`config.mk`:
```
export PLATFORM = sky130hd
export DESIGN_NAME = sbc_sequencer
export DESIGN_NICKNAME = d
export VERILOG_FILES = /design/src/inc/sbc_pkg.sv /design/src/verilog/sbc_fifo.sv /design/src/verilog/sbc_sequencer.sv
export VERILOG_INCLUDE_DIRS = /design/src /design/src/inc
export SDC_FILE = /design/constraint.sdc
export NUM_CORES = 1
export LEC_CHECK = 0
export BUFFER_PORTS_ARGS = -buffer_cell sky130_fd_sc_hd__clkbuf_2
export CAP_MARGIN = 5
export CORE_MARGIN = 1
export CORE_UTILIZATION = 45
export CTS_CLUSTER_DIAMETER = 40
export CTS_CLUSTER_SIZE = 8
export DETAILED_ROUTE_END_ITERATION = 7
export GPL_ROUTABILITY_DRIVEN = 1
export PLACE_DENSITY = 0.6
export REMOVE_ABC_BUFFERS = 1
export SYNTH_ARGS = -nofsm -noshare
export SYNTH_HDL_FRONTEND = slang
export SYNTH_HIERARCHICAL = 1
export SYNTH_SLANG_ARGS = --single-unit
```
`constraint.sdc`:
```
create_clock -name pclk -period 5.4 [get_ports pclk]
set_clock_uncertainty 0.2 [all_clocks]
set_input_delay 1.08 -clock pclk [delete_from_list [all_inputs] [get_ports pclk]]
set_output_delay 1.08 -clock pclk [all_outputs]
set_load 0.005 [all_outputs]
```
`src/inc/sbc_defines.svh`:
```
// register offsets, field positions, reset values and timing counts
// assumes a 25 MHz pclk and a 100 kHz two-wire bus
`ifndef SBC_DEFINES_SVH
`define SBC_DEFINES_SVH

// apb byte addresses
`define SBC_CTRL_ADDR 12'h000
`define SBC_STAT_ADDR 12'h004
`define SBC_RXD_ADDR 12'h008

// control field positions
`define SBC_START_BIT 0
`define SBC_RSTART_BIT 1
`define SBC_STOP_BIT 2
`define SBC_RECV_BIT 3
`define SBC_ACKSEQ_BIT 4
`define SBC_ACKVAL_BIT 5
`define SBC_STRETCH_BIT 6
`define SBC_RELEASE_BIT 12

// control reset value, plain read/write bits and trigger bits
`define SBC_CTRL_RESET 16'h1000
`define SBC_CTRL_RWMASK 16'h1060
`define SBC_TRIG_MASK 16'h001F

// status field positions
`define SBC_ST_BUSY_BIT 0
`define SBC_ST_OWN_BIT 1
`define SBC_ST_AVAIL_BIT 2
`define SBC_ST_FULL_BIT 3
`define SBC_RXD_VALID_BIT 8

// quarter bit time, least time, rounded up to whole cycles
`define SBC_CLK_NS 40
`define SBC_QTR_NS 2500
`define SBC_QTR_CYC ((`SBC_QTR_NS + `SBC_CLK_NS - 1) / `SBC_CLK_NS)

// receive buffer shape
`define SBC_FIFO_WIDTH 8
`define SBC_FIFO_DEPTH 16

`endif

```
`src/inc/sbc_pkg.sv`:
```
// types shared by the serial bus sequencer
// assumes sbc_defines.svh for all numeric constants
`default_nettype none

package sbc_pkg;

	// bus sequence being played
	typedef enum logic [2:0] {
		sbc_idle = 3'b000,
		sbc_start = 3'b001,
		sbc_rstart = 3'b010,
		sbc_stop = 3'b011,
		sbc_recv = 3'b100,
		sbc_ack = 3'b101
	} sbc_state_type;

	// quarter-bit phase within a sequence step
	typedef logic [1:0] sbc_phase_type;

endpackage : sbc_pkg

`default_nettype wire

```
`src/verilog/sbc_fifo.sv`:
```
// receive buffer: synchronous fifo with valid/ready on both sides
// assumes one clock and an asynchronous active-low reset
`timescale 1ns/1ns
`default_nettype none

module sbc_fifo #(
	parameter int WIDTH = 8,
	parameter int DEPTH = 16
) (
	input wire logic clk,
	input wire logic rst_n,
	input wire logic in_valid,
	output logic in_ready,
	input wire logic [WIDTH-1:0] in_data,
	output logic out_valid,
	input wire logic out_ready,
	output logic [WIDTH-1:0] out_data
);
	localparam int AW = $clog2(DEPTH);

	logic [WIDTH-1:0] mem_reg [DEPTH];
	logic [AW:0] wptr_reg;
	logic [AW:0] wptr_next;
	logic [AW:0] rptr_reg;
	logic [AW:0] rptr_next;
	logic push;
	logic pop;

	// full when pointers differ only in the wrap bit
	assign in_ready = (wptr_reg ^ rptr_reg) != {1'b1, {AW{1'b0}}};
	assign out_valid = wptr_reg != rptr_reg;
	assign out_data = mem_reg[rptr_reg[AW-1:0]];
	assign push = in_valid && in_ready;
	assign pop = out_valid && out_ready;

	// pointer advance
	always_comb begin
		wptr_next = wptr_reg + (AW+1)'(push);
		rptr_next = rptr_reg + (AW+1)'(pop);
	end

	always_ff @(posedge clk or negedge rst_n) begin
		if (!rst_n) begin
			wptr_reg <= '0;
			rptr_reg <= '0;
		end else begin
			wptr_reg <= wptr_next;
			rptr_reg <= rptr_next;
		end
	end

	// storage, written only on push
	always_ff @(posedge clk) begin
		if (push) begin
			mem_reg[wptr_reg[AW-1:0]] <= in_data;
		end
	end

endmodule : sbc_fifo

`default_nettype wire

```
`src/verilog/sbc_sequencer.sv`:
```
// two-wire bus master sequencer with control, status and rx registers
// assumes an apb master on pclk and open-drain pads outside
`timescale 1ns/1ns
`default_nettype none
`include "sbc_defines.svh"

// What this block does
// - slave mode: stretch-enable 1 holds clock low until released; 0 never
// - ack-value bit is driven in ack slot: 1 sends nack, 0 ack
// - ack trigger plays ack sequence, hardware clears it when done
// - receive trigger clocks in one byte, cleared after eighth bit
// - stop trigger plays a stop condition, cleared when it ends
// - repeated-start trigger plays repeated start, cleared at its end
// - start trigger plays a start condition, cleared at its end
module sbc_sequencer
	import sbc_pkg::*;
(
	input wire logic pclk,
	input wire logic presetn,
	input wire logic psel,
	input wire logic penable,
	input wire logic pwrite,
	input wire logic [11:0] paddr,
	input wire logic [31:0] pwdata,
	output logic pready,
	output logic [31:0] prdata,
	output logic pslverr,
	input wire logic scl_in,
	output logic scl_out,
	output logic scl_oe,
	input wire logic sda_in,
	output logic sda_out,
	output logic sda_oe
);
	localparam logic [6:0] QTR_LAST = 7'(`SBC_QTR_CYC - 1);

	// apb slave state
	logic pready_reg;
	logic pready_next;
	logic [31:0] prdata_reg;
	logic [31:0] prdata_next;
	logic pslverr_reg;
	logic pslverr_next;
	logic acc;
	logic done_wr;
	logic done_rd;
	logic hit;

	// control and sequencer state
	logic [15:0] ctl_reg;
	logic [15:0] ctl_next;
	sbc_state_type state_reg;
	sbc_state_type state_next;
	sbc_phase_type phase_reg;
	sbc_phase_type phase_next;
	logic [6:0] qcnt_reg;
	logic [6:0] qcnt_next;
	logic [2:0] bit_reg;
	logic [2:0] bit_next;
	logic [7:0] shift_reg;
	logic [7:0] shift_next;
	logic ackl_reg;
	logic ackl_next;
	logic own_reg;
	logic own_next;
	logic scl_oe_reg;
	logic scl_oe_next;
	logic sda_oe_reg;
	logic sda_oe_next;
	logic tick;
	logic adv;
	logic done;
	logic push;

	// receive buffer wires
	logic rx_ready;
	logic rx_valid;
	logic rx_pop;
	logic [7:0] rx_data;

	assign acc = psel && penable;
	assign done_wr = acc && pready_reg && pwrite;
	assign done_rd = acc && pready_reg && !pwrite;
	assign hit = paddr == `SBC_CTRL_ADDR || paddr == `SBC_STAT_ADDR
		|| paddr == `SBC_RXD_ADDR;
	assign rx_pop = done_rd && paddr == `SBC_RXD_ADDR && rx_valid;

	// apb answer one cycle into the access phase
	always_comb begin
		pready_next = acc && !pready_reg;
		pslverr_next = 1'b0;
		prdata_next = 32'h0000_0000;
		if (acc && !pready_reg) begin
			pslverr_next = !hit;
			if (!pwrite) begin
				if (paddr == `SBC_CTRL_ADDR) begin
					prdata_next = {16'h0000, ctl_reg};
				end else if (paddr == `SBC_STAT_ADDR) begin
					prdata_next[`SBC_ST_BUSY_BIT] = state_reg != sbc_idle;
					prdata_next[`SBC_ST_OWN_BIT] = own_reg;
					prdata_next[`SBC_ST_AVAIL_BIT] = rx_valid;
					prdata_next[`SBC_ST_FULL_BIT] = !rx_ready;
				end else if (paddr == `SBC_RXD_ADDR) begin
					prdata_next[7:0] = rx_valid ? rx_data : 8'h00;
					prdata_next[`SBC_RXD_VALID_BIT] = rx_valid;
				end
			end
		end
	end

	always_ff @(posedge pclk or negedge presetn) begin
		if (!presetn) begin
			pready_reg <= 1'b0;
			prdata_reg <= 32'h0000_0000;
			pslverr_reg <= 1'b0;
		end else begin
			pready_reg <= pready_next;
			prdata_reg <= prdata_next;
			pslverr_reg <= pslverr_next;
		end
	end

	// quarter-bit timing and sequence completion
	assign tick = qcnt_reg == QTR_LAST;
	assign adv = tick && !(phase_reg == 2'd1 && !scl_in
		&& (state_reg == sbc_recv || state_reg == sbc_ack));
	always_comb begin
		done = 1'b0;
		unique case (state_reg)
			sbc_idle: done = 1'b0;
			sbc_start, sbc_stop: done = adv && phase_reg == 2'd2;
			sbc_rstart, sbc_ack: done = adv && phase_reg == 2'd3;
			sbc_recv: done = adv && phase_reg == 2'd3 && bit_reg == 3'd7;
		endcase
	end
	assign push = done && state_reg == sbc_recv;

	// control register: hardware clear, then software set wins
	always_comb begin
		ctl_next = ctl_reg;
		if (done) begin
			unique case (state_reg)
				sbc_start: ctl_next[`SBC_START_BIT] = 1'b0;
				sbc_rstart: ctl_next[`SBC_RSTART_BIT] = 1'b0;
				sbc_stop: ctl_next[`SBC_STOP_BIT] = 1'b0;
				sbc_recv: ctl_next[`SBC_RECV_BIT] = 1'b0;
				sbc_ack: ctl_next[`SBC_ACKSEQ_BIT] = 1'b0;
				sbc_idle: ctl_next = ctl_reg;
			endcase
		end
		if (done_wr && paddr == `SBC_CTRL_ADDR) begin
			ctl_next = (ctl_next & ~`SBC_CTRL_RWMASK)
				| (pwdata[15:0] & `SBC_CTRL_RWMASK)
				| (pwdata[15:0] & `SBC_TRIG_MASK);
		end
	end

	always_ff @(posedge pclk or negedge presetn) begin
		if (!presetn) begin
			ctl_reg <= `SBC_CTRL_RESET;
		end else begin
			ctl_reg <= ctl_next;
		end
	end

	// sequence dispatch and stepping
	always_comb begin
		state_next = state_reg;
		phase_next = phase_reg;
		qcnt_next = (state_reg == sbc_idle || tick) ? 7'd0 : qcnt_reg + 7'd1;
		bit_next = bit_reg;
		shift_next = shift_reg;
		ackl_next = ackl_reg;
		own_next = own_reg;
		if (adv && state_reg == sbc_recv && phase_reg == 2'd2) begin
			shift_next = {shift_reg[6:0], sda_in};
		end
		if (qcnt_reg == QTR_LAST && !adv) begin
			qcnt_next = qcnt_reg; // slave holds clock low
		end
		if (state_reg == sbc_idle) begin
			phase_next = 2'd0;
			bit_next = 3'd0;
			if (ctl_reg[`SBC_START_BIT]) begin
				state_next = sbc_start;
			end else if (ctl_reg[`SBC_RSTART_BIT]) begin
				state_next = sbc_rstart;
			end else if (ctl_reg[`SBC_STOP_BIT]) begin
				state_next = sbc_stop;
			end else if (ctl_reg[`SBC_RECV_BIT] && rx_ready) begin
				state_next = sbc_recv;
			end else if (ctl_reg[`SBC_ACKSEQ_BIT]) begin
				state_next = sbc_ack;
				ackl_next = ctl_reg[`SBC_ACKVAL_BIT];
			end
		end else if (done) begin
			state_next = sbc_idle;
			if (state_reg == sbc_start || state_reg == sbc_rstart) begin
				own_next = 1'b1;
			end else if (state_reg == sbc_stop) begin
				own_next = 1'b0;
			end
		end else if (adv) begin
			phase_next = phase_reg + 2'd1;
			if (phase_reg == 2'd3) begin
				bit_next = bit_reg + 3'd1;
			end
		end
	end

	// pad drive, high enable pulls the line low
	always_comb begin
		scl_oe_next = 1'b0;
		sda_oe_next = 1'b0;
		unique case (state_reg)
			sbc_idle: begin
				scl_oe_next = own_reg || (ctl_reg[`SBC_STRETCH_BIT]
					&& !ctl_reg[`SBC_RELEASE_BIT]);
			end
			sbc_start: begin
				sda_oe_next = phase_reg != 2'd0;
				scl_oe_next = phase_reg == 2'd2;
			end
			sbc_rstart: begin
				sda_oe_next = phase_reg == 2'd2 || phase_reg == 2'd3;
				scl_oe_next = phase_reg == 2'd0 || phase_reg == 2'd3;
			end
			sbc_stop: begin
				sda_oe_next = phase_reg != 2'd2;
				scl_oe_next = phase_reg == 2'd0;
			end
			sbc_recv: begin
				scl_oe_next = phase_reg == 2'd0 || phase_reg == 2'd3;
			end
			sbc_ack: begin
				sda_oe_next = !ackl_reg;
				scl_oe_next = phase_reg == 2'd0 || phase_reg == 2'd3;
			end
		endcase
	end

	always_ff @(posedge pclk or negedge presetn) begin
		if (!presetn) begin
			state_reg <= sbc_idle;
			phase_reg <= 2'd0;
			qcnt_reg <= 7'd0;
			bit_reg <= 3'd0;
			shift_reg <= 8'h00;
			ackl_reg <= 1'b0;
			own_reg <= 1'b0;
			scl_oe_reg <= 1'b0;
			sda_oe_reg <= 1'b0;
		end else begin
			state_reg <= state_next;
			phase_reg <= phase_next;
			qcnt_reg <= qcnt_next;
			bit_reg <= bit_next;
			shift_reg <= shift_next;
			ackl_reg <= ackl_next;
			own_reg <= own_next;
			scl_oe_reg <= scl_oe_next;
			sda_oe_reg <= sda_oe_next;
		end
	end

	// received bytes wait here until software reads them
	sbc_fifo #(
		.WIDTH(`SBC_FIFO_WIDTH),
		.DEPTH(`SBC_FIFO_DEPTH)
	) u_rx_fifo (
		.clk(pclk),
		.rst_n(presetn),
		.in_valid(push),
		.in_ready(rx_ready),
		.in_data(shift_reg),
		.out_valid(rx_valid),
		.out_ready(rx_pop),
		.out_data(rx_data)
	);

	// outputs straight from flops, pad data tied low so pads only ever pull low
	assign pready = pready_reg;
	assign prdata = prdata_reg;
	assign pslverr = pslverr_reg;
	assign scl_oe = scl_oe_reg;
	assign sda_oe = sda_oe_reg;
	assign scl_out = 1'b0;
	assign sda_out = 1'b0;

	// checks
	property p_stretch;
		@(posedge pclk) disable iff (!presetn)
		state_reg == sbc_idle && !own_reg
		|=> scl_oe_reg == $past(ctl_reg[`SBC_STRETCH_BIT]
			&& !ctl_reg[`SBC_RELEASE_BIT]);
	endproperty
	a_stretch: assert property (p_stretch)
		else $error("stretch drive does not follow enable and release");

	// ack slot drive must follow the ack value seen at dispatch
	property p_ackval;
		@(posedge pclk) disable iff (!presetn)
		state_reg == sbc_ack && $past(state_reg) == sbc_idle
		|=> sda_oe_reg == !$past(ctl_reg[`SBC_ACKVAL_BIT], 2);
	endproperty
	a_ackval: assert property (p_ackval)
		else $error("ack slot does not carry the ack value");

	property p_ackclr;
		@(posedge pclk) disable iff (!presetn)
		state_reg == sbc_ack && done && !done_wr
		|=> !ctl_reg[`SBC_ACKSEQ_BIT] && state_reg == sbc_idle;
	endproperty
	a_ackclr: assert property (p_ackclr)
		else $error("ack trigger not cleared at sequence end");

	property p_recvclr;
		@(posedge pclk) disable iff (!presetn)
		$fell(ctl_reg[`SBC_RECV_BIT])
		|-> $past(state_reg) == sbc_recv && $past(bit_reg) == 3'd7;
	endproperty
	a_recvclr: assert property (p_recvclr)
		else $error("receive trigger cleared before eighth bit");

	property p_stopclr;
		@(posedge pclk) disable iff (!presetn)
		state_reg == sbc_stop && done && !done_wr
		|=> !ctl_reg[`SBC_STOP_BIT] && !own_reg && !sda_oe_reg;
	endproperty
	a_stopclr: assert property (p_stopclr)
		else $error("stop trigger not cleared or bus not freed");

	property p_rstart;
		@(posedge pclk) disable iff (!presetn)
		state_reg == sbc_idle && ctl_reg[`SBC_RSTART_BIT]
		&& !ctl_reg[`SBC_START_BIT]
		|=> state_reg == sbc_rstart ##1 state_reg == sbc_rstart;
	endproperty
	a_rstart: assert property (p_rstart)
		else $error("repeated start not dispatched");

	property p_startclr;
		@(posedge pclk) disable iff (!presetn)
		$fell(ctl_reg[`SBC_START_BIT])
		|-> $past(state_reg) == sbc_start && $past(phase_reg) == 2'd2;
	endproperty
	a_startclr: assert property (p_startclr)
		else $error("start trigger cleared outside start end");

	property p_busy;
		@(posedge pclk) disable iff (!presetn)
		state_reg == sbc_start |-> ctl_reg[`SBC_START_BIT];
	endproperty
	a_busy: assert property (p_busy)
		else $error("start sequence running with trigger low");

endmodule : sbc_sequencer

`default_nettype wire

```
Yosys cells after proc, flatten, opt, wreduce, memory -nomap -nowiden:

Memories as Yosys holds them, arrays and structs flattened.
Cells that the tools add are included.
W data, S select, Z words.

* bits of input ports: 51
* word-level logic and storage cells: 141
* memories: 1
* bits in writable memories: 128
* output and inout bits: 38
* register bits after elaboration: 87

* reduce and logical (&&, ||, !) cells: 56
* eq/ne operators: 17
* bitwise gates (word level): 8
* add/subtract/negate cells: 5
* muxes and demuxes: 38

Memory list
* u_rx_fifo.mem_reg: depth 16, bits a word 8, read ports 1, clocked after memory_dff 0, wr ports 1, RTL line sbc_fifo.sv:21 `logic [WIDTH-1:0] mem_reg [DEPTH];`

Operators by type and width (count)
* $mux W32: 2
* $mux W3: 11
* $logic_and A1 B1 Y1: 22
* $mux W9: 2
* $mux W16: 1
* $or A16 B13 Y16: 1
* $or A16 B5 Y16: 1
* $mux W7: 2
* $eq A12 B3 Y1 const B: 1
* $eq A12 B4 Y1 const B: 1
* $logic_not A12 Y1: 1
* $pmux W1 S4: 3
* $add A5 B1 Y5: 2
* $mux W1: 10
* $mux W5: 2
* $reduce_bool A2 Y1: 5
* $eq A3 B3 Y1 const B: 3
* $logic_not A1 Y1: 9
* $logic_or A1 B1 Y1: 8
* $mux W8: 1
* $add A7 B1 Y7 const B: 1
* $eq A7 B6 Y1 const B: 1
* $eq A3 B2 Y1 const B: 2
* $mux W2: 3
* other kinds (21): 29

Logic depth before layout (Yosys ltp):

Gate-level depths: netlist of the first run.

* depth after elaboration: 12
* gate-level depth with buffers: 14
* mapped depth without buffers: 12

Cells and area by module:

The synthesis of the first run kept the hierarchy.

Modules (own cells, without submodules)
* sbc_fifo: seq. area each 4093.9 sq um, times used 1, area an instance 5684.2 sq um, cells each 301
* sbc_sequencer: seq. area each 1202.4 sq um, times used 1, area an instance 2596.2 sq um, cells each 255

Worst setup path after synthesis of the first run:

No wires, ideal clock.

* path type: input-to-reg
* start point: input scl_in
* end point: memory u_rx_fifo.mem_reg[10][0] (enable)
* buffers on the path: 1
* arrival time: 2.950 ns
* required time: 4.798 ns
* slack: 1.848 ns
* library setup time: 0.402 ns
* cell stages on the path: 7
* cells stage by stage: nor4bb_1 -> nor3_1 -> nand2_1 -> a21oi_1 -> inv_1 -> clkbuf_1 -> a2111oi_1

* word-level cells in the longest chain between the ends: 12
* elaborated cells on any way between the ends: 13
* those cells by class: mux (3); reduce/logical (10)

Ends and longest elaborated chain
* start, declared: RTL line sbc_sequencer.sv:28 `input wire logic scl_in,`
* $logic_not A1 Y1 (*): RTL line sbc_sequencer.sv:125 `assign adv = tick && !(phase_reg == 2'd1 && !scl_in`
* $logic_and A1 B1 Y1 (*): RTL line sbc_sequencer.sv:125
* $logic_and A1 B1 Y1 (*): RTL line sbc_sequencer.sv:126 `&& (state_reg == sbc_recv || state_reg == sbc_ack));`
* $logic_not A1 Y1 (*): RTL line sbc_sequencer.sv:125
* $logic_and A1 B1 Y1 (*): RTL line sbc_sequencer.sv:125
* $logic_and A1 B1 Y1: RTL line sbc_sequencer.sv:132, sbc_sequencer.sv:133
* $logic_and A1 B1 Y1: RTL line sbc_sequencer.sv:133 `sbc_recv: done = adv && phase_reg == 2'd3 && bit_reg == 3'd7;`
* $pmux W1 S4 (*): RTL line sbc_sequencer.sv:129 `unique case (state_reg)`
* $logic_and A1 B1 Y1 (*): RTL line sbc_sequencer.sv:136 `assign push = done && state_reg == sbc_recv;`
* net push: RTL line sbc_sequencer.sv:73 `logic push;`
* $logic_and A1 B1 Y1 (*): RTL line sbc_fifo.sv:33 `assign push = in_valid && in_ready;`
* $mux W1 (*): RTL line sbc_fifo.sv:54 `if (push) begin`
* $mux W1 (implied by the code) (*): RTL line sbc_fifo.sv:55 `mem_reg[wptr_reg[AW-1:0]] <= in_data;`
* end, declared: RTL line sbc_fifo.sv:21

The timed path passes the listed nets; every way through them passes the cells marked *.

Worst setup path after layout of the first run:

* start point: input scl_in
* end point: memory u_rx_fifo.mem_reg[11][4] (enable)

The elaborated chain is that of the path after synthesis.

==> run_results.csv, run 1 <==
group,metric,value,unit
outcome,status,"finished, final reports clean",
global_routing,grt_start_max_net_pins,50,
synth,synth_top_area_share,46.4,%
route,route.detailed.drc,0,
worst_setup_path,r2r_slack,2010,ps
route,viasPerCell,5.73,
clock_tree,cts_tree,"built",
sta,rsz0062_at_grt,"false",
worst_setup_path,required,5240,ps
synth,netlist_top_cells_area,"edfxtp_1 (46%), dfrtp_1 (17%), mux4_2 (4.4%)",
clock_tree,cts_setup_buffers,0,
floorplanning,die_area,0.0189,mm^2
floorplanning,core_area,0.0180,mm^2
worst_setup_path,path_class,"in -> reg",
clock_tree,insertion_delay,430,ps
global_routing,antenna_found_initial,0,
floorplanning,start_util,45.9,%
worst_setup_path,worst_r2r_path_depth,8,
synth,ys_types,66,
global_routing,grt_overflow_total,0,
global_routing,grt_pass1_vias,4662,
layout,diodes,0,
layout,final_nets,666,
power,swShare,21.7,%
sta,slew_headroom,17.1,%
route,drt_iter0_drc,318,
worst_setup_path,critPathLaunchType,"input port",
clock_tree,post_cts_resized,0,
synth,ys_seq_area_share,64.0,%
min_path,worstHoldPathCells,1,
layout,syn_to_final_growth,11.3,%
sta,finalSetupTns,0,ps
synth,yosys_warnings,6,
power,seqPwrFrac,55.6,%
floorplanning,fp-row-count,49,
power,switchingPower,590,uW
sta,hold_viol_final,0,
clock_tree,cts_max_level,4,
clock_tree,clk_pin_slew_worst_paths,70,ps
placement,routabilityCongestion,0.871,
floorplanning,ios,89,
synth,yosys.area.top_type,"edfxtp_1",
route,ant_nets,0,
sta,fin_crit_sh,63.0,%
worst_setup_path,critical_path_arrival,3240,ps
worst_setup_path,crit_fanout,17,
layout,largest_reg_flops,128,
synth,netlist_instances,556,
power,ir_worst_vdd,0.202,mV
global_routing,grtUsageTotal,19.3,%
clock_tree,cts-root-buf,"clkbuf_16",
placement,dp_hpwl,11400,um
power,p_int,2.13,mW
layout,utilization,51.1,%
clock_tree,cts_buffers,17,
sta,slew_viol_final,0,
route,wl_per_cell,20.2,um
layout,final_layout_size_suffix_gt1_share,26.9,%
clock_tree,clock_path_buffers,2,
floorplanning,fp.dieW,138,um
route,dr.pass1.iters,5,
clock_tree,clock_sink_count,186,
min_path,hp-class,"reg -> reg",
sta,tightest_slew,1240,ps
power,leakagePower,3.71,nW
power,p_comb_share,1.2,%
worst_setup_path,cp-end-kind,"register",
power,clkPwrFrac,43.2,%
sta,setup_viol,0,
synth,synth-async-reset-ratio,31.2,%
clock_tree,hold_buffers,0,
route,dr_total_vias,4842,
synth,ys_ff_latch,186,
route,routed_wl,17100,um
floorplanning,die_h,138,um
synth,avgSynthCellArea,14.9,um^2
sta,fin_crit,3400,ps
synth,synth-main-ff-cell,"edfxtp_1",
global_routing,grt_first_pass_wirelength,26100,um
power,p_per_area,295,mW/mm^2
synth,syn_area,0.00828,mm^2
placement,io_buffers,46,
synth,synth-edff-count,128,
sta,fmax,294,MHz
job,maxCapViolations,0,
-- cells in the final DEF (no fill, tap or decap), types with 7 or more instances in the layout --
master and count:
a2111oi_2 15, a21oi_1 13, a221o_1 8, a22oi_1 7
buf_4 13, clkbuf_16 17, clkbuf_2 47, conb_1 19
dfrtp_1 56, edfxtp_1 128, ha_1 12, inv_1 17
mux2_2 27, mux2i_1 19, mux4_2 16, nand2_1 21
nand2b_1 9, nand3_1 11, nor2_1 30, o21ai_0 19
o221ai_1 8, o22ai_1 10, xor2_1 10
-- stage by stage --
stage	hold slack (ps)	area, um^2	power (mW)	worst slack, ps	cells
after floorplan	210	7980	1.55	663	524
after global placement	234	8650	1.57	1600	811
after detailed placement	236	8650	1.58	1510	811
after CTS	258	9200	2.75	1940	843
after global routing	275	9210	2.81	1720	845
final	256	9210	2.72	2000	845
-- cell families after synthesis --
| family | after synthesis | share of synthesized area [%] |
|---|---|---|
| buffers and inverters | 67 | 5.17 |
| AO/OA/AOI/OAI | 101 | 9.49 |
| adder cells (fa/ha/maj) | 12 | 1.81 |
| multiplexers | 62 | 10.3 |
| AND/OR/NAND/NOR | 111 | 7.42 |
| flip-flops | 186 | 64.0 |
| XOR/XNOR | 16 | 1.78 |
| other | 1 | 0.0453 |
-- cell type report --
type                       count  area [um^2]
multi-input combinational    321         2680
sequential                   186         5300
inverter                      17         63.8
fill                        1487         8810
clock buffer                  17          425
clock inverter                15          129
tap                          229          287
timing repair buffer          60          333
-- power groups by stage --
stage,Combinational [mW],Clock [mW],Sequential (mW)
finish,0.0334,1.17,1.51
CTS,0.0339,1.20,1.51
floorplan,0.00763,0,1.54
global placement,0.0332,0,1.54
global route,0.0395,1.26,1.51
detailed placement,0.0337,0,1.54
-- critical path, stage by stage --
cell and delay, ps:
clkbuf_2 80, nor4bb_1 70, nor3_1 310, nand2_1 90, a21oi_1 140, inv_1 360
a2111oi_2 1090
-- synthesized netlist by cell type, types with 11 or more instances --
| master | instances |
|---|---|
| dfrtp_1 | 57 |
| ha_1 | 12 |
| mux4_2 | 16 |
| nor2_1 | 30 |
| o21ai_0 | 19 |
| mux2i_1 | 19 |
| nand3_1 | 11 |
| edfxtp_1 | 128 |
| buf_4 | 27 |
| mux2_2 | 27 |
| nand2_1 | 21 |
| inv_1 | 17 |
| a21oi_1 | 13 |
-- path summary, 6_finish.rpt --
kind                               from                       end
max in group asynchronous       presetn               ctl_reg[12]
setup reg to reg           phase_reg[1]  u_rx_fifo/mem_reg[11][4]
setup / recovery                 scl_in  u_rx_fifo/mem_reg[11][4]
hold / removal                 ackl_reg                    sda_oe
hold reg to reg                ackl_reg                    sda_oe
min in group asynchronous       presetn                ctl_reg[2]
-- metal layers --
| metal | wire (um) | GRT usage (%) | share of wire (%) |
|---|---|---|---|
| met1 | 7590 | 25.7 | 45 |
| met2 | 8170 | 30.6 | 48 |
| met3 | 982 | 4.78 | 5.8 |
| met4 | 311 | 6.96 | 1.8 |
| met5 | 0 | 0 | 0 |
(Power assumes the default switching activity.)
==> inputs of run 2 (changes only) <==
--- a/config.mk
+++ b/config.mk
@@ -6,6 +6,7 @@
 export SDC_FILE = /design/constraint.sdc
 export NUM_CORES = 1
 export LEC_CHECK = 0
+export ABC_AREA = 1
 export BUFFER_PORTS_ARGS = -buffer_cell sky130_fd_sc_hd__clkbuf_2
 export CAP_MARGIN = 5
 export CORE_MARGIN = 1
@@ -14,7 +15,7 @@
 export CTS_CLUSTER_SIZE = 8
 export DETAILED_ROUTE_END_ITERATION = 7
 export GPL_ROUTABILITY_DRIVEN = 1
-export PLACE_DENSITY = 0.6
+export PLACE_DENSITY = 0.59
 export REMOVE_ABC_BUFFERS = 1
 export SYNTH_ARGS = -nofsm -noshare
 export SYNTH_HDL_FRONTEND = slang
==> constraint.sdc (replaced) <==
create_clock -name pclk -period 3.47 [get_ports pclk]
set_clock_uncertainty 0.2 [all_clocks]
set_input_delay 0.694 -clock pclk [delete_from_list [all_inputs] [get_ports pclk]]
set_output_delay 0.694 -clock pclk [all_outputs]
set_load 0.005 [all_outputs]
==> run_results.csv, run 2 <==
group,metric,value,unit
route,viasPerCell,4.66,
placement,dp_hpwl,12400,um
layout,fin_cells,1300,
worst_setup_path,path_class,"reg -> reg",
synth,ys_seq_area_share,59.4,%
sta,fmax,375,MHz
worst_setup_path,worst_r2r_path_depth,16,
sta,rsz0062_at_grt,"false",
clock_tree,cts_buffers,17,
clock_tree,clock_sink_count,186,
power,p_comb_share,1.2,%
outcome,status,"finished, final reports clean",
power,swShare,19.5,%
power,leakagePower,4.68,nW
synth,yosys.area.top_type,"edfxtp_1",
global_routing,grt_first_pass_wirelength,30300,um
route,route.detailed.drc,0,
layout,final_nets,1085,
worst_setup_path,critPathLaunchType,"register",
sta,fin_ws,800,ps
clock_tree,cts_max_level,4,
layout,mostFrequentLayoutCells,"nand2_1 (287), inv_1 (167), edfxtp_1 (128)",
synth,syn_area,0.00892,mm^2
route,ant_nets,0,
worst_setup_path,cp_cell_sequence,"inv_1 -> ha_1 -> inv_1 -> nor2_4 -> nand2_4 -> nor2_8 -> nand3_4 -> nand2_1 -> nand2_1 -> inv_1 -> nand2_4 -> inv_2 -> ha_1 -> ha_1 -> nand2_1 -> xnor2_1",
clock_tree,post_cts_resized,0,
route,dr_total_vias,6061,
route,dr.pass1.iters,5,
power,seqPwrFrac,54.1,%
placement,routabilityCongestion,0.813,
power,p_int,3.50,mW
layout,largest_reg_flops,128,
worst_setup_path,timing.rr.start,"qcnt_reg[0]",
floorplanning,die_area,0.0204,mm^2
worst_setup_path,critical_path_arrival,2780,ps
synth,netlist_top_cells_area,"edfxtp_1 (43%), dfrtp_1 (16%), nand2_1 (12%)",
synth,netlist_instances,966,
job,maxCapViolations,0,
route,drt_iter0_drc,461,
worst_setup_path,crit_family,"simple AND/OR/NAND/NOR gates",
placement,io_buffers,46,
power,ir_worst_vdd,0.342,mV
worst_setup_path,required,3580,ps
power,switchingPower,850,uW
sta,setup_viol,0,
sta,slew_headroom,41.6,%
sta,fin_crit,2670,ps
worst_setup_path,crit_fanout,17,
global_routing,grt_overflow_total,0,
clock_tree,hold_buffers,0,
layout,final_layout_size_suffix_gt1_share,13.0,%
sta,fin_crit_sh,76.9,%
synth,ys_ff_latch,186,
route,routed_wl,18900,um
clock_tree,cts_setup_buffers,0,
floorplanning,start_util,45.8,%
global_routing,antenna_found_initial,0,
global_routing,grtUsageTotal,20.1,%
synth,synth-async-reset-ratio,31.2,%
floorplanning,fp.dieW,143,um
floorplanning,core_area,0.0195,mm^2
global_routing,grt_pass1_vias,5740,
sta,tightest_slew,876,ps
synth,synth-edff-count,128,
worst_setup_path,r2r_slack,800,ps
clock_tree,cts_tree,"built",
placement,dp_cells,1268,
clock_tree,insertion_delay,420,ps
layout,syn_to_final_growth,12.0,%
worst_setup_path,path_buf_inv,4,
placement,post-place-ws,732,ps
layout,final_common_cell,"nand2_1",
clock_tree,clock_path_buffers,2,
global_routing,grt_start_max_net_pins,65,
synth,synth-main-ff-cell,"edfxtp_1",
synth,yosys_warnings,6,
route,wl_per_cell,14.5,um
synth,ys_types,41,
sta,hold_viol_final,0,
clock_tree,clk_pin_slew_worst_paths,70,ps
clock_tree,cts-root-buf,"clkbuf_16",
synth,avgSynthCellArea,9.24,um^2
synth,synth_top_area_share,43.1,%
layout,diodes,0,
power,p_per_area,435,mW/mm^2
floorplanning,fp-row-count,51,
power,clkPwrFrac,44.8,%
worst_setup_path,worst_r2r_endpoint,"u_rx_fifo/wptr_reg[4]",
floorplanning,die_h,143,um
floorplanning,ios,89,
sta,slew_viol_final,0,
worst_setup_path,cpPeakStageDelay,390,ps
synth,yosys-top-cells-count,"nand2_1 (287), inv_1 (168), edfxtp_1 (128)",
worst_setup_path,cp_slowest_cell,"dfrtp_1",
worst_setup_path,cp-end-kind,"register",
synth,yosysMostFrequentCell,"nand2_1",
min_path,hp-class,"in -> async",
-- run 2: cell count changes in the layout (fill, tap and decap cells not counted), sizes merged, moves of 8 or more --
| cell | before | now |
|---|---|---|
| mux4 | 16 | 0 |
| mux2i | 19 | 0 |
| buf | 13 | 24 |
| a221o | 8 | 0 |
| nand2b | 9 | 0 |
| nand2 | 21 | 294 |
| inv | 26 | 174 |
| nor2 | 30 | 67 |
| o22ai | 10 | 2 |
| a2111oi | 17 | 0 |
| mux2 | 27 | 0 |
| nand3 | 11 | 115 |
-- run 2: cells by family after synthesis --
logic type	share of synthesized area (%)
adders and majority gates	1.68
xor gates and xnor gates	0.687
and+or+nand+nor	24.4
other	0.0420
buffers and inverters	11.0
DFF	59.4
AOI/OAI and AO/OA	2.86
-- run 2: layer usage --
metal | GRT usage (%) | routed length, um
met3 | 3.32 | 865
met4 | 5.55 | 178
met1 | 28.5 | 9110
met2 | 31.9 | 8700
met5 | 0 | 0
-- run 2: area by class of cell --
class | instances | area (um^2)
clock inverter | 12 | 149
sequential | 186 | 5300
inverter | 174 | 653
tap | 265 | 332
clock buffer | 20 | 437
multi-input combinational | 573 | 2710
timing repair buffer | 70 | 410
fill | 1790 | 9470
-- run 2: worst register-to-register path: cells and delay by family (launching register included) --
kind / cells / cell delay, ps
fa+ha+maj: 3 / 490
xor+xnor: 1 / 130
flops: 1 / 390
buf+inv: 4 / 340
simple gates: 8 / 1010
-- run 2: worst max-delay path by stage --
stage | startpoint | to | slack, ps | cells after the start
2_1_floorplan | u_rx_fifo/rptr_reg[0] | u_rx_fifo/rptr_reg[2] | -710 | 13
3_3_place_gp | scl_in | u_rx_fifo/wptr_reg[4] | 750 | 15
3_5_place_dp | scl_in | u_rx_fifo/wptr_reg[4] | 730 | 15
4_1_cts | qcnt_reg[0] | u_rx_fifo/wptr_reg[4] | 770 | 16
5_1_grt | qcnt_reg[0] | u_rx_fifo/wptr_reg[4] | 520 | 16
6_report | qcnt_reg[0] | u_rx_fifo/wptr_reg[4] | 800 | 16
-- run 2: power by group through the flow --
stage | registers, mW | logic (mW) | clock network [mW]
3_5_place_dp | 2.40 | 0.0513 | 0
4_1_cts | 2.35 | 0.0517 | 1.99
5_1_grt | 2.35 | 0.0595 | 2.08
2_1_floorplan | 2.40 | 0.0130 | 0
6_report | 2.35 | 0.0502 | 1.95
3_3_place_gp | 2.40 | 0.0508 | 0
-- run 2: through the flow --
stage	power, mW	util (%)	setup TNS (ps)	hold WS (ps)	instance area (um^2)
global route	4.50	51.3	0	147	9990
floorplan	2.41	-	-23090	198	8660
global placement	2.45	48.3	0	270	9410
detailed placement	2.45	48.3	0	272	9410
CTS	4.39	51.3	0	125	9990
finish	4.35	51.3	0	115	9990
==> inputs of run 3 (changes only) <==
==> constraint.sdc (replaced) <==
create_clock -name pclk -period 2.8 [get_ports pclk]
set_clock_uncertainty 0.2 [all_clocks]
set_input_delay 0.56 -clock pclk [delete_from_list [all_inputs] [get_ports pclk]]
set_output_delay 0.56 -clock pclk [all_outputs]
set_load 0.005 [all_outputs]
==> run_results.csv, run 3 (same netlist as run 2, synthesis figures left out) <==
group,metric,value,unit
layout,stdcell_area,0.00999,mm^2
clock_tree,cts_buffers,17,
worst_setup_path,critical_path_arrival,2700,ps
layout,multiInputGateArea,0.00271,mm^2
clock_tree,clk_pin_slew_worst_paths,70,ps
clock_tree,hold_buffers,1,
power,leakagePower,4.67,nW
route,dr_total_vias,6083,
route,met1_length,9050,um
sta,fin_crit,2560,ps
clock_tree,post_cts_resized,0,
worst_setup_path,path_buf_inv,2,
outcome,status,"finished, final reports clean",
route,dr_wl_met2,8620,um
power,finalPower,5.18,mW
sta,tightest_slew,814,ps
floorplanning,fp.dieW,143,um
floorplanning,core_area,0.0195,mm^2
worst_setup_path,critPathLaunchType,"register",
clock_tree,cts_tree,"built",
clock_tree,insertion_delay,420,ps
layout,diodes,0,
worst_setup_path,critPathMostFrequentCell,"nand2_1",
placement,io_buffers,46,
clock_tree,cts_max_level,4,
sta,fmax,391,MHz
route,route.detailed.drc,0,
worst_setup_path,cp_slowest_cell,"dfrtp_1",
clock_tree,cts_setup_buffers,0,
layout,final_nets,1090,
global_routing,grt_overflow_total,0,
global_routing,grt_start_max_net_pins,65,
layout,largest_reg_flops,128,
sta,slew_viol_final,0,
route,dr_wl_met3,699,um
sta,setup_viol,0,
sta,slew_headroom,45.7,%
global_routing,antenna_found_initial,0,
global_routing,grt_first_pass_wirelength,30000,um
layout,mostFrequentLayoutCells,"nand2_1 (287), inv_1 (167), edfxtp_1 (128)",
power,p_per_area,518,mW/mm^2
placement,dp_hpwl,12400,um
layout,regArea,0.00530,mm^2
global_routing,grt_pass1_vias,5660,
sta,rsz0062_at_grt,"false",
clock_tree,clock_sink_count,186,
floorplanning,die_h,143,um
layout,fillCellCount,1802,
floorplanning,fp-row-count,51,
route,viasPerCell,4.66,
route,dr.pass1.iters,4,
placement,routabilityCongestion,0.804,
worst_setup_path,cp_cell_sequence,"inv_1 -> nand2_1 -> nand2_1 -> nor2_1 -> nand2_1 -> or2_2 -> nand3_1 -> nor2_1 -> o21ai_0 -> inv_1 -> ha_1 -> ha_1 -> nand2_1 -> xnor2_1",
sta,hold_viol_final,0,
clock_tree,clock_path_buffers,2,
floorplanning,start_util,45.8,%
worst_setup_path,cpPeakStageDelay,460,ps
floorplanning,ios,89,
worst_setup_path,cp-end-kind,"register",
layout,final_common_cell,"nand2_1",
route,ant_nets,0,
route,wl_per_cell,14.2,um
route,routed_wl,18500,um
route,drt_iter0_drc,422,
worst_setup_path,crit_family,"simple AND/OR/NAND/NOR gates",
floorplanning,die_area,0.0204,mm^2
layout,syn_to_final_growth,12.0,%
power,ir_worst_vdd,0.441,mV
placement,postPlaceCellArea,0.00945,mm^2
global_routing,grtUsageTotal,19.7,%
sta,fin_crit_sh,91.3,%
route,routed.top_layer,"met4",
worst_setup_path,required,2950,ps
min_path,hp-class,"in -> reg",
job,maxCapViolations,0,
layout,final_layout_size_suffix_gt1_share,13.3,%
clock_tree,cts-root-buf,"clkbuf_16",
worst_setup_path,path_class,"reg -> reg",
worst_setup_path,crit_fanout,7,
[run 3: cell types whose count changed in the layout (fill, tap and decap cells not counted), sizes merged]
cell / change
clkinvlp: +2
bufinv: -2
clkbuf: -3
dlygate4sd3: +1
buf: +4
clkinv: +2
[run 3: per-stage QoR]
step	cells	util, %	TNS (ps)	hold slack, ps	worst slack, ps
2_1_floorplan	933	-	-124240	64.4	-1380
3_3_place_gp	1272	48.5	0	278	283
3_5_place_dp	1272	48.5	0	267	238
4_1_cts	1304	51.3	0	131	226
5_1_grt	1304	51.3	0	145	0.412
6_report	1304	51.3	0	145	244
[run 3: worst paths after layout]
kind	startpoint	endpoint	slack (ps)	cells past startpoint
setup / recovery	u_rx_fifo/wptr_reg[1]	u_rx_fifo/rptr_reg[4]	240	14
hold reg to reg	ackl_reg	sda_oe	270	1
setup reg to reg	u_rx_fifo/wptr_reg[1]	u_rx_fifo/rptr_reg[4]	240	14
min in group asynchronous	presetn	u_rx_fifo/wptr_reg[3]	520	2
hold / removal	pwdata[6]	ctl_reg[6]	150	3
max in group asynchronous	presetn	ctl_reg[12]	1240	3
[run 3: layer usage]
layer | GRT usage, % | vias to the layer above
met4 | 5.43 | 0
met5 | 0 | -
li1 | - | 3135
met1 | 28.1 | 2810
met2 | 30.9 | 124
met3 | 3.62 | 14
[run 3: final cells by class]
| cell class | instances | share of cell area (%) |
|---|---|---|
| Clock buffer | 17 | 4.26 |
| Tap cell | 265 | 3.32 |
| Clock inverter | 14 | 1.08 |
| Sequential cell | 186 | 53.0 |
| Inverter | 174 | 6.54 |
| Timing Repair Buffer | 75 | 4.63 |
| Multi-Input combinational cell | 573 | 27.2 |
[run 3: worst reg2reg max path, delay by kind of cell (launching register included)]
| kind | cells | cell delay [ps] |
|---|---|---|
| buffers and inverters | 2 | 150 |
| adders and majority gates | 2 | 410 |
| AOI/OAI and AO/OA | 1 | 70 |
| xor gates and xnor gates | 1 | 130 |
| and+or+nand+nor | 8 | 1070 |
| DFF | 1 | 460 |
[run 3: power breakdown]
part	internal, mW	leakage, nW	switching, mW
sequential	2.91	1.80	0.00193
clock	1.20	0.249	0.994
combinational	0.0255	2.63	0.0402
total	4.14	4.67	1.04
